## src/hw/cso_pkg.sv

```systemverilog
`default_nettype none
package cso_pkg;
	// Register indices; byte address is four times the index
	localparam logic [5:0]  CSO_CTRL_IDX      = 6'h0d;
	localparam logic [5:0]  CSO_STAT_IDX      = 6'h0e;
	localparam int          CSO_RX_EN_BIT     = 0;
	localparam int          CSO_RX_MODE_BIT   = 1;
	localparam int          CSO_TX_EN_BIT     = 16;
	localparam int          CSO_RX_BUSY_BIT   = 0;
	localparam int          CSO_TX_BUSY_BIT   = 1;
	localparam logic        CSO_EN_RESET      = 1'b0;
	localparam logic        CSO_MODE_RESET    = 1'b0;
	localparam logic [31:0] CSO_READ_UNMAPPED = 32'h0000_0000;

	// Frame layout
	localparam logic [3:0]  CSO_ADDR_BYTES    = 4'hc;
	localparam logic [3:0]  CSO_HDR_BYTES     = 4'he;
	localparam logic [3:0]  CSO_TAG_BYTES     = 4'h2;
	localparam logic [3:0]  CSO_SNAP_BYTES    = 4'h8;
	localparam logic [15:0] CSO_TYPE_VLAN     = 16'h8100;
	localparam logic [15:0] CSO_TYPE_QINQ     = 16'h88a8;
	localparam logic [15:0] CSO_MAX_LENGTH    = 16'h05dc;
	localparam logic [7:0]  CSO_LLC_SAP       = 8'haa;
	localparam logic [7:0]  CSO_LLC_CTRL      = 8'h03;

	typedef struct packed {
		logic       valid;
		logic       sof;
		logic       eof;
		logic [7:0] data;
	} cso_byte_s;

	typedef struct packed {
		logic        valid;
		logic [15:0] sum;
	} cso_csum_s;

	// One's complement sum with end-around carry
	function automatic logic [15:0] cso_add16(input logic [15:0] a,
		input logic [15:0] b);
		logic [16:0] s;
		s = {1'b0, a} + {1'b0, b};
		return s[15:0] + {15'h0000, s[16]};
	endfunction

	// Even byte offsets are the high byte of a 16-bit word
	function automatic logic [15:0] cso_add_byte(input logic [15:0] acc,
		input logic odd, input logic [7:0] b);
		return cso_add16(acc, odd ? {8'h00, b} : {b, 8'h00});
	endfunction
endpackage
`default_nettype wire

```

## src/hw/cso_checksum_offload_control.sv

```systemverilog
// The Avalon-MM register port was left to the implementer.
`default_nettype none
module cso_checksum_offload_control
	import cso_pkg::*;
(
	input  wire logic        core_clk,
	input  wire logic        rst,
	input  wire logic [7:0]  avs_address,
	input  wire logic        avs_read,
	input  wire logic        avs_write,
	input  wire logic [31:0] avs_writedata,
	input  wire logic [3:0]  avs_byteenable,
	output logic      [31:0] avs_readdata,
	output logic             avs_waitrequest,
	input  wire cso_byte_s   rx_in,
	output cso_byte_s        rx_out,
	output cso_csum_s        rx_csum,
	input  wire cso_byte_s   tx_in,
	output cso_byte_s        tx_out,
	output cso_csum_s        tx_csum
);

	// Header walk for the receive start finder
	typedef enum {
		RX_IDLE,
		RX_ADDR,
		RX_TYPE_HI,
		RX_TYPE_LO,
		RX_TAG,
		RX_SNAP,
		RX_SUM
	} cso_rx_e;

	// Register bank
	logic        ack_q, ack_d;
	logic [31:0] rdata_q, rdata_d;
	logic        rx_en_q, rx_en_d;
	logic        rx_mode_q, rx_mode_d;
	logic        tx_en_q, tx_en_d;
	logic        hit_ctrl, hit_stat;
	logic [31:0] ctrl_view, stat_view;

	// Receive engine
	cso_rx_e     rx_st_q, rx_st_d;
	logic [3:0]  rx_cnt_q, rx_cnt_d;
	logic [7:0]  rx_hi_q, rx_hi_d;
	logic [15:0] rx_acc_q, rx_acc_d;
	logic        rx_odd_q, rx_odd_d;
	logic        rx_snap_q, rx_snap_d;
	cso_byte_s   rx_out_q;
	cso_csum_s   rx_csum_q, rx_csum_d;

	// Transmit engine
	logic        tx_act_q, tx_act_d;
	logic [3:0]  tx_cnt_q, tx_cnt_d;
	logic [15:0] tx_acc_q, tx_acc_d;
	logic        tx_odd_q, tx_odd_d;
	cso_byte_s   tx_out_q;
	cso_csum_s   tx_csum_q, tx_csum_d;

	assign hit_ctrl = avs_address[7:2] == CSO_CTRL_IDX;
	assign hit_stat = avs_address[7:2] == CSO_STAT_IDX;

	// Status view lets software wait for idle paths before a change
	always_comb begin
		ctrl_view = 32'h0000_0000;
		ctrl_view[CSO_RX_EN_BIT] = rx_en_q;
		ctrl_view[CSO_RX_MODE_BIT] = rx_mode_q;
		ctrl_view[CSO_TX_EN_BIT] = tx_en_q;
		stat_view = 32'h0000_0000;
		stat_view[CSO_RX_BUSY_BIT] = rx_st_q != RX_IDLE;
		stat_view[CSO_TX_BUSY_BIT] = tx_act_q;
	end

	// One wait state: answer at the second edge of a request
	assign avs_waitrequest = (avs_read | avs_write) & ~ack_q;
	// Registered so read data stands through the answer cycle
	assign avs_readdata = rdata_q;

	always_comb begin
		ack_d = (avs_read | avs_write) & ~ack_q;
		rdata_d = rdata_q;
		rx_en_d = rx_en_q;
		rx_mode_d = rx_mode_q;
		tx_en_d = tx_en_q;
		if (avs_read && !ack_q) begin
			if (hit_ctrl)
				rdata_d = ctrl_view;
			else if (hit_stat)
				rdata_d = stat_view;
			else
				rdata_d = CSO_READ_UNMAPPED;
		end
		// Mode changes take effect at once, enables only at the next sof; software must wait for idle paths
		if (avs_write && ack_q && hit_ctrl) begin
			if (avs_byteenable[0]) begin
				rx_en_d = avs_writedata[CSO_RX_EN_BIT];
				rx_mode_d = avs_writedata[CSO_RX_MODE_BIT];
			end
			if (avs_byteenable[2])
				tx_en_d = avs_writedata[CSO_TX_EN_BIT];
		end
	end

	always_ff @(posedge core_clk or posedge rst) begin
		if (rst) begin
			ack_q <= 1'b0;
			rdata_q <= 32'h0000_0000;
			rx_en_q <= CSO_EN_RESET;
			rx_mode_q <= CSO_MODE_RESET;
			tx_en_q <= CSO_EN_RESET;
		end else begin
			ack_q <= ack_d;
			rdata_q <= rdata_d;
			rx_en_q <= rx_en_d;
			rx_mode_q <= rx_mode_d;
			tx_en_q <= tx_en_d;
		end
	end

	// Receive start finder and summer
	// A new start of frame restarts the walk when rx_en_q is set, even mid-frame; with it clear the walk drops to idle
	always_comb begin
		logic [15:0] rtype;
		logic [15:0] acc_n;
		logic        summing;
		rtype = {rx_hi_q, rx_in.data};
		acc_n = rx_acc_q;
		summing = 1'b0;
		rx_st_d = rx_st_q;
		rx_cnt_d = rx_cnt_q;
		rx_hi_d = rx_hi_q;
		rx_acc_d = rx_acc_q;
		rx_odd_d = rx_odd_q;
		rx_snap_d = rx_snap_q;
		rx_csum_d = '{valid: 1'b0, sum: rx_csum_q.sum};
		if (rx_in.valid) begin
			if (rx_in.sof) begin
				// Disabled engine never leaves idle
				rx_st_d = rx_en_q ? RX_ADDR : RX_IDLE;
				rx_cnt_d = 4'h1;
				rx_acc_d = 16'h0000;
				rx_odd_d = 1'b0;
			end else begin
				case (rx_st_q)
					RX_ADDR: begin
						if (rx_cnt_q == CSO_ADDR_BYTES - 4'h1)
							rx_st_d = RX_TYPE_HI;
						else
							rx_cnt_d = rx_cnt_q + 4'h1;
					end
					RX_TYPE_HI: begin
						rx_hi_d = rx_in.data;
						rx_st_d = RX_TYPE_LO;
					end
					RX_TYPE_LO: begin
						// Mode one comes back here after every tag
						rx_cnt_d = 4'h0;
						if (!rx_mode_q) begin
							rx_st_d = RX_SUM;
						end else if (rtype == CSO_TYPE_VLAN ||
							rtype == CSO_TYPE_QINQ) begin
							rx_st_d = RX_TAG;
						end else if (rtype <= CSO_MAX_LENGTH) begin
							rx_st_d = RX_SNAP;
							rx_snap_d = 1'b1;
						end else begin
							rx_st_d = RX_SUM;
						end
					end
					RX_TAG: begin
						// Tag control word, then the next type field
						if (rx_cnt_q == CSO_TAG_BYTES - 4'h1)
							rx_st_d = RX_TYPE_HI;
						else
							rx_cnt_d = rx_cnt_q + 4'h1;
					end
					RX_SNAP: begin
						// Summed meanwhile, in case it is plain LLC
						summing = 1'b1;
						if ((rx_cnt_q < 4'h2 && rx_in.data != CSO_LLC_SAP) ||
							(rx_cnt_q == 4'h2 && rx_in.data != CSO_LLC_CTRL))
							rx_snap_d = 1'b0;
					end
					RX_SUM: begin
						summing = 1'b1;
					end
					default: begin
						rx_st_d = RX_IDLE;
					end
				endcase
				if (summing) begin
					acc_n = cso_add_byte(rx_acc_q, rx_odd_q, rx_in.data);
					rx_acc_d = acc_n;
					rx_odd_d = ~rx_odd_q;
				end
				if (rx_st_q == RX_SNAP) begin
					if (rx_cnt_q == CSO_SNAP_BYTES - 4'h1) begin
						rx_st_d = RX_SUM;
						// SNAP confirmed: sum restarts
						if (rx_snap_d) begin
							rx_acc_d = 16'h0000;
							rx_odd_d = 1'b0;
						end
					end else begin
						rx_cnt_d = rx_cnt_q + 4'h1;
					end
				end
				if (rx_in.eof && rx_st_q != RX_IDLE) begin
					rx_st_d = RX_IDLE;
					rx_csum_d = '{valid: 1'b1, sum: acc_n};
				end
			end
		end
	end

	always_ff @(posedge core_clk or posedge rst) begin
		if (rst) begin
			rx_st_q <= RX_IDLE;
			rx_cnt_q <= 4'h0;
			rx_hi_q <= 8'h00;
			rx_acc_q <= 16'h0000;
			rx_odd_q <= 1'b0;
			rx_snap_q <= 1'b0;
			rx_out_q <= '0;
			rx_csum_q <= '0;
		end else begin
			rx_st_q <= rx_st_d;
			rx_cnt_q <= rx_cnt_d;
			rx_hi_q <= rx_hi_d;
			rx_acc_q <= rx_acc_d;
			rx_odd_q <= rx_odd_d;
			rx_snap_q <= rx_snap_d;
			rx_out_q <= rx_in;
			rx_csum_q <= rx_csum_d;
		end
	end

	// Transmit summer, fixed start after the Ethernet header
	// No back-pressure: a byte is taken on every valid cycle
	always_comb begin
		logic [15:0] acc_n;
		acc_n = tx_acc_q;
		tx_act_d = tx_act_q;
		tx_cnt_d = tx_cnt_q;
		tx_acc_d = tx_acc_q;
		tx_odd_d = tx_odd_q;
		tx_csum_d = '{valid: 1'b0, sum: tx_csum_q.sum};
		if (tx_in.valid) begin
			if (tx_in.sof) begin
				tx_act_d = tx_en_q;
				tx_cnt_d = 4'h1;
				tx_acc_d = 16'h0000;
				tx_odd_d = 1'b0;
			end else if (tx_act_q) begin
				if (tx_cnt_q == CSO_HDR_BYTES) begin
					acc_n = cso_add_byte(tx_acc_q, tx_odd_q, tx_in.data);
					tx_acc_d = acc_n;
					tx_odd_d = ~tx_odd_q;
				end else begin
					tx_cnt_d = tx_cnt_q + 4'h1;
				end
				if (tx_in.eof) begin
					tx_act_d = 1'b0;
					tx_csum_d = '{valid: 1'b1, sum: acc_n};
				end
			end
		end
	end

	always_ff @(posedge core_clk or posedge rst) begin
		if (rst) begin
			tx_act_q <= 1'b0;
			tx_cnt_q <= 4'h0;
			tx_acc_q <= 16'h0000;
			tx_odd_q <= 1'b0;
			tx_out_q <= '0;
			tx_csum_q <= '0;
		end else begin
			tx_act_q <= tx_act_d;
			tx_cnt_q <= tx_cnt_d;
			tx_acc_q <= tx_acc_d;
			tx_odd_q <= tx_odd_d;
			tx_out_q <= tx_in;
			tx_csum_q <= tx_csum_d;
		end
	end

	// Frames pass unchanged with one cycle of latency either way
	// Sums come out uninverted; the consumer complements them
	assign rx_out = rx_out_q;
	assign rx_csum = rx_csum_q;
	assign tx_out = tx_out_q;
	assign tx_csum = tx_csum_q;

endmodule
`default_nettype wire

```

## config.mk

```make
export PLATFORM = sky130hd
export DESIGN_NAME = cso_checksum_offload_control
export DESIGN_NICKNAME = d
export VERILOG_FILES = /design/src/hw/cso_pkg.sv /design/src/hw/cso_checksum_offload_control.sv
export SDC_FILE = /design/constraint.sdc
export NUM_CORES = 1
export LEC_CHECK = 0
export BUFFER_PORTS_ARGS = -buffer_cell sky130_fd_sc_hd__buf_2
export CELL_PAD_IN_SITES_DETAIL_PLACEMENT = 0
export CELL_PAD_IN_SITES_GLOBAL_PLACEMENT = 1
export CORE_MARGIN = 2
export CORE_UTILIZATION = 34
export CTS_CLUSTER_SIZE = 28
export DETAILED_ROUTE_END_ITERATION = 10
export PLACE_DENSITY = 0.76
export RECOVER_POWER = 100
export SYNTH_ARGS = -nofsm -noshare
export SYNTH_HDL_FRONTEND = slang
export SYNTH_SLANG_ARGS = --single-unit
```

## constraint.sdc

```tcl
create_clock -name core_clk -period 5.4 [get_ports core_clk]
set_input_delay 0 -clock core_clk [delete_from_list [all_inputs] [get_ports core_clk]]
set_output_delay 0 -clock core_clk [all_outputs]
set_load 0.1 [all_outputs]
```

# [Yosys cells after proc, flatten, opt, wreduce, memory -nomap -nowiden]
# Index checks and enable logic that the tools add are counted.
[totals] out_inout_bits=89 input_bits=70 elab_cells=143 ff_bits=176
[op_classes] bitwise=7 addsub=6 n_lt_le_gt_ge=2 muxes=60 eq_ne=19 n_reduce_logical=22
[ops] cell="2-to-1 mux 32 bit" count=6
[ops] cell="2-to-1 mux 16 bit" count=10
[ops] cell="case mux 32 bit (5 select lines)" count=1
[ops] cell="2-to-1 mux 17 bit" count=8
[ops] cell="equality test 32 x 3 -> 1 bit, second input constant" count=3
[ops] cell="equality test 32 x 2 -> 1 bit, second input constant" count=2
[ops] cell="adder 16 x 16 -> 17 bit" count=2
[ops] cell="adder 16 x 1 -> 16 bit" count=2
[ops] cell="equality test 16 bit, second input constant" count=2
[ops] cell="equality test 32 x 1 -> 1 bit, second input constant" count=1
[ops] cell="equality test 32 x 4 -> 1 bit, second input constant" count=1
[ops] cell="2-to-1 mux 4 bit" count=8
[ops] cell="nonzero test 32 bit" count=1
[ops] cell="2-to-1 mux 1 bit" count=21
[ops] cell="<= comparator 16 x 11 -> 1 bit, second input constant" count=1
[ops] cell="equality test 6 x 4 -> 1 bit, second input constant" count=2
[ops] cell="case mux 4 bit (3 select lines)" count=1
[ops] cell="AND reduction 3 bit" count=4
[ops] cell="adder 4 x 1 -> 4 bit, second input constant" count=2
[ops] cell="equality test 4 bit, second input constant" count=2
[ops] cell="2-to-1 mux 2 bit" count=4
[ops] cell="inequality test 8 x 2 -> 1 bit, second input constant" count=1
[ops] cell="inequality test 8 bit, second input constant" count=1
[ops] cell="AND reduction 2 bit" count=4
[ops] cell="15 further kinds" count=26

# [Logic depth before layout (Yosys ltp)]
[logic_depth] ltp_word=11 mapped_depth=22 mapped_depth_nobuf=21

# [Worst setup path before layout]
# Ideal clock, no wire load.
[synth_timing] path_type="flip-flop to flip-flop" from="register rx_odd_q" to="register rx_csum_q (netlist bit rx_csum[15])" setup_slack_ns=0.909 path_stages_with_launch=22 path_buffers=1 period_less_slack_ns=4.491 setup_ns=0.120 required_time_ns=5.280 arrival_time_ns=4.371 path_cell_list="dfrtp_1 > clkbuf_1 > and2_1 > ha_1 > fa_1 > a21o_1 > a221o_1 > a2111oi_1 > nor3b_1 > o21ai_0 > a21oi_1 > o21a_1 > or2_2 > ha_1 > and3_1 > nor3b_1 > nand4_1 > nor4b_1 > nand4b_1 > xnor2_1 > a211oi_1 > a21o_1"
[synth_between] elab_chain_cells=4
[synth_lines] element="start: declaration" line="cso_checksum_offload_control.sv:48" text="logic rx_odd_q, rx_odd_d;"
[synth_lines] element="start signal: assignment" line="cso_checksum_offload_control.sv:232" text="rx_odd_q <= rx_odd_d;"
[synth_lines] element="2-to-1 mux 16 bit" line="cso_pkg.sv:49" text="return cso_add16(acc, odd ? {8'h00, b} : {b, 8'h00});"
[synth_lines] element="adder 16 x 16 -> 17 bit" line="cso_pkg.sv:42" text="s = {1'b0, a} + {1'b0, b};"
[synth_lines] element="adder 16 x 1 -> 16 bit" line="cso_pkg.sv:43" text="return s[15:0] + {15'h0000, s[16]};"
[synth_lines] element="2-to-1 mux 16 bit" line="cso_checksum_offload_control.sv:192" text="if (summing) begin"
[synth_lines] element="end signal: assignment" line="cso_checksum_offload_control.sv:235" text="rx_csum_q <= rx_csum_d;"
[synth_lines] element="end: declaration" line="cso_checksum_offload_control.sv:51" text="cso_csum_s rx_csum_q, rx_csum_d;"
# Every way passes these cells.
# A chain may end at the register's enable or synchronous reset.

# [Final worst setup path]
[layout_timing] from="register tx_odd_q" to="register tx_acc_q[11]"
[layout_between] elab_chain_cells=6
[layout_lines] element="start: declaration" line="cso_checksum_offload_control.sv:57" text="logic tx_odd_q, tx_odd_d;"
[layout_lines] element="start signal: assignment" line="cso_checksum_offload_control.sv:283" text="tx_odd_q <= tx_odd_d;"
[layout_lines] element="2-to-1 mux 16 bit" line="cso_pkg.sv:49"
[layout_lines] element="adder 16 x 16 -> 17 bit" line="cso_pkg.sv:42"
[layout_lines] element="adder 16 x 1 -> 16 bit" line="cso_pkg.sv:43"
[layout_lines] element="2-to-1 mux 16 bit" line="cso_checksum_offload_control.sv:256" text="if (tx_cnt_q == CSO_HDR_BYTES) begin"
[layout_lines] element="2-to-1 mux 16 bit" line="cso_checksum_offload_control.sv:255" text="end else if (tx_act_q) begin"
[layout_lines] element="2-to-1 mux 16 bit" line="cso_checksum_offload_control.sv:250" text="if (tx_in.sof) begin"
[layout_lines] element="end signal: assignment" line="cso_checksum_offload_control.sv:282" text="tx_acc_q <= tx_acc_d;"
[layout_lines] element="end: declaration" line="cso_checksum_offload_control.sv:56" text="logic [15:0] tx_acc_q, tx_acc_d;"
# Every way passes these cells. The select of a mux whose other input is x is not followed.

==> impl_metrics.env <==
export IMPL_cts_setup_buffers=0
export IMPL_numCtsBuffers=17
export IMPL_syn_inst=934
export IMPL_synth_warnings=0
export IMPL_vias=7093
export IMPL_reg2reg_to="tx_acc_q[11]"
export IMPL_ctsResizeCount=0
export IMPL_hold_slack_ns=0.01587
export IMPL_switching_power_mw=0.8788
export IMPL_vias_per_cell=5.088
export IMPL_drv_max_cap_violation_count=1
export IMPL_cts_tree="built"
export IMPL_status="finished, violations left"
export IMPL_ioPinCount=159
export IMPL_first_pass_iters=4
export IMPL_hp_class="in2reg"
export IMPL_grt_first_pass_wirelength_um=35160
export IMPL_hold_path_startpoint="avs_address[2]"
export IMPL_diodes=0
export IMPL_synth_async_reset_ratio=1.000
export IMPL_p_clk_frac=0.446
export IMPL_num_rows=58
export IMPL_r2r_start="tx_odd_q"
export IMPL_rsz0062_at_grt="no"
export IMPL_slew_headroom=-1.296
export IMPL_cts_root_buf="clkbuf_16"
export IMPL_worst_pin_slew_ns=3.443
export IMPL_r2r_cells=19
export IMPL_rrSetupSlack_ns=0.40
export IMPL_setup_violations=0
export IMPL_min_to="avs_readdata[1]"
export IMPL_worstPathMaxFanout=7
export IMPL_crit_required_ns=5.71
export IMPL_final_util=0.4078
export IMPL_core_area_um2=25250
export IMPL_antenna_found_initial=0
export IMPL_min_period_over_period=0.9255
export IMPL_port_buffers=96
export IMPL_start_kind="flop"
export IMPL_start_util=0.3481
export IMPL_hold_buffers=32
export IMPL_layout_drive_gt1_share=0.08365
export IMPL_ir_drop_mv=0.1998
export IMPL_syn_area_um2=8791
export IMPL_crit_type="reg2reg"
export IMPL_setup_tns_final_ns=0
export IMPL_synthMostInstantiatedCell="dfrtp_1"
export IMPL_avgRoutedWirePerCell_um=15.77
export IMPL_grt_use_total=0.1645
export IMPL_synth_area_leaders="dfrtp_1, ha_1, nand2_1"
export IMPL_worstSkewPairLatency_ns=0.43
export IMPL_dieArea_um2=27160
export IMPL_worstPathArrival_ns=5.31
export IMPL_cts_htree_levels=4
export IMPL_overflow=0
export IMPL_die_w_um=164.8
export IMPL_fmax_ghz=0.2001
export IMPL_dpl_hpwl_um=15900
export IMPL_synth_area_per_cell_um2=9.412
export IMPL_grt_max_degree=93
export IMPL_first_global_vias=6779
export IMPL_pwr_share_comb=0.150
export IMPL_die_h_um=164.8
export IMPL_synth_top_cell_area_share=0.4184
export IMPL_finish_instance_area_um2=10300
export IMPL_fillers=2529
export IMPL_pwr_share_seq=0.404
export IMPL_routabilityCongestion=0.8585
export IMPL_fin_crit_ns=4.998
export IMPL_drtIter0Drc=582
export IMPL_p_sw_frac=0.3051
export IMPL_ys_seq_area_frac=0.4184
export IMPL_power_density_nw_per_um2=279.7
export IMPL_drc=0
export IMPL_power_leakage_nw=4.620
export IMPL_cts_max_path_buffers=2
export IMPL_final_nets=1164
export IMPL_synthFlopType="dfrtp_1"
export IMPL_end_kind="flop"
export IMPL_synth_edf_count=0
export IMPL_slew_viol_final=93
export IMPL_postPlaceCellArea_um2=9484
export IMPL_ys_seq_elements=147
export IMPL_p_int_mw=2.002
export IMPL_synthTopCellsByCount="dfrtp_1, nand2_1, o21ai_0"
export IMPL_worstHoldPathCells=4
export IMPL_fin_skew_ns=0.02644
export IMPL_violations="capacitance limit, slew limit"
export IMPL_ys_types=81
export IMPL_yosysTopAreaCell="dfrtp_1"
export IMPL_p_total_mw=2.881
export IMPL_finalHoldViolations=0
export IMPL_routed_wl_um=21980
export IMPL_clk_pin_slew_ns=0.06
export IMPL_syn_to_final_growth_pct=17.15
export IMPL_cts_sinks=147
export IMPL_postRouteAntennaNets=0
-- cell usage in the layout, fill, tap and decap left out, types with 17 or more instances in the layout --
cell	netlist	routed
a21o_1	17	17
a21oi_1	37	37
a22o_1	19	19
and2_0	0	24
and2_1	48	24
clkbuf_1	29	86
clkbuf_16	0	17
conb_1	1	29
dfrtp_1	147	147
dlygate4sd3_1	0	32
ha_1	41	41
inv_1	29	29
nand2_1	91	91
nand3_1	24	24
nor2_1	55	55
nor2b_1	21	21
nor3_1	18	18
o21ai_0	68	70
xnor2_1	29	29
xor2_1	21	21
-- worst max-delay path: stages (launching register included) --
cell,delay [ns]
dfrtp_1,0.47
and2_1,0.17
ha_1,0.20
inv_1,0.07
fa_1,0.43
nor2b_4,0.14
o31a_4,0.15
o21ai_0,0.26
a21oi_1,0.27
o21ba_2,0.18
nor3_1,0.05
o21bai_1,0.24
ha_1,0.24
and3_1,0.22
nand3_1,0.20
a211o_1,0.29
o31a_1,0.25
or3_1,0.41
or3_1,0.35
a32o_1,0.26
-- how the worst max path moves through the flow --
stage / cells past startpoint / endpoint / start / slack [ns]
floorplan: 21 / rx_csum[15] / rx_odd_q / 0.91
global placement: 20 / rx_csum[15] / rx_odd_q / 0.59
detailed placement: 20 / rx_csum[15] / rx_odd_q / 0.53
CTS: 21 / rx_csum[12] / rx_odd_q / 0.51
global route: 20 / rx_csum[12] / rx_odd_q / 0.02
finish: 19 / tx_acc_q[11] / tx_odd_q / 0.40
-- routing by layer --
layer,track usage,vias up,routed length [um]
li1,-,3517,-
met1,0.2213,3376,10510
met2,0.2741,187,10330
met3,0.02888,13,919
met4,0.04269,0,217
met5,0,-,0
-- kinds of logic after synthesis --
kind of cell | Yosys count | synth area share
AO/OA/AOI/OAI | 235 | 0.1825
XOR/XNOR | 50 | 0.04981
adder cells (fa/ha/maj) | 43 | 0.06291
buffers and inverters | 94 | 0.05323
flip-flops | 147 | 0.4184
multiplexers | 25 | 0.03017
other | 1 | 0.0004266
AND/OR/NAND/NOR | 339 | 0.2025
-- layout make-up --
cell class                      instances  area, um2  area share
Multi-Input combinational cell        721       4731      0.4594
Inverter                               30      112.6     0.01093
Clock inverter                         14      200.2     0.01944
Tap cell                              330      412.9     0.04009
Sequential cell                       147       3679      0.3572
Clock buffer                           18      429.2     0.04167
Timing Repair Buffer                  134      734.5     0.07132
-- stage by stage --
| step | std cells | setup WS (ns) |
|---|---|---|
| 2_1_floorplan | 962 | 0.9095 |
| 3_3_place_gp | 1330 | 0.5926 |
| 3_5_place_dp | 1330 | 0.5267 |
| 4_1_cts | 1394 | 0.5055 |
| 5_1_grt | 1394 | 0.02032 |
| 6_report | 1394 | 0.4021 |
-- power groups by stage --
stage	Sequential, mW	Combinational [mW]	Clock [mW]
after global routing	1.17	0.464	1.36
after global placement	1.18	0.421	0
after CTS	1.16	0.441	1.32
final	1.16	0.431	1.29
after detailed placement	1.18	0.423	0
after floorplan	1.29	0.244	0
-- sequential cells by signal, indices dropped and copies added (netlist names) --
signal	flops
rx_cnt_q	4
rx_en_q	1
rx_acc_q	16
avs_readdata	3
tx_acc_q	16
rx_st_q	32
tx_cnt_q	4
tx_csum	17
tx_out	11
rx_hi_q	8
rx_odd_q	1
rx_out	11
tx_en_q	1
ack_q	1
rx_snap_q	1
rx_mode_q	1
tx_odd_q	1
rx_csum	17
tx_act_q	1
No activity file was read; power rests on OpenSTA's default activity.
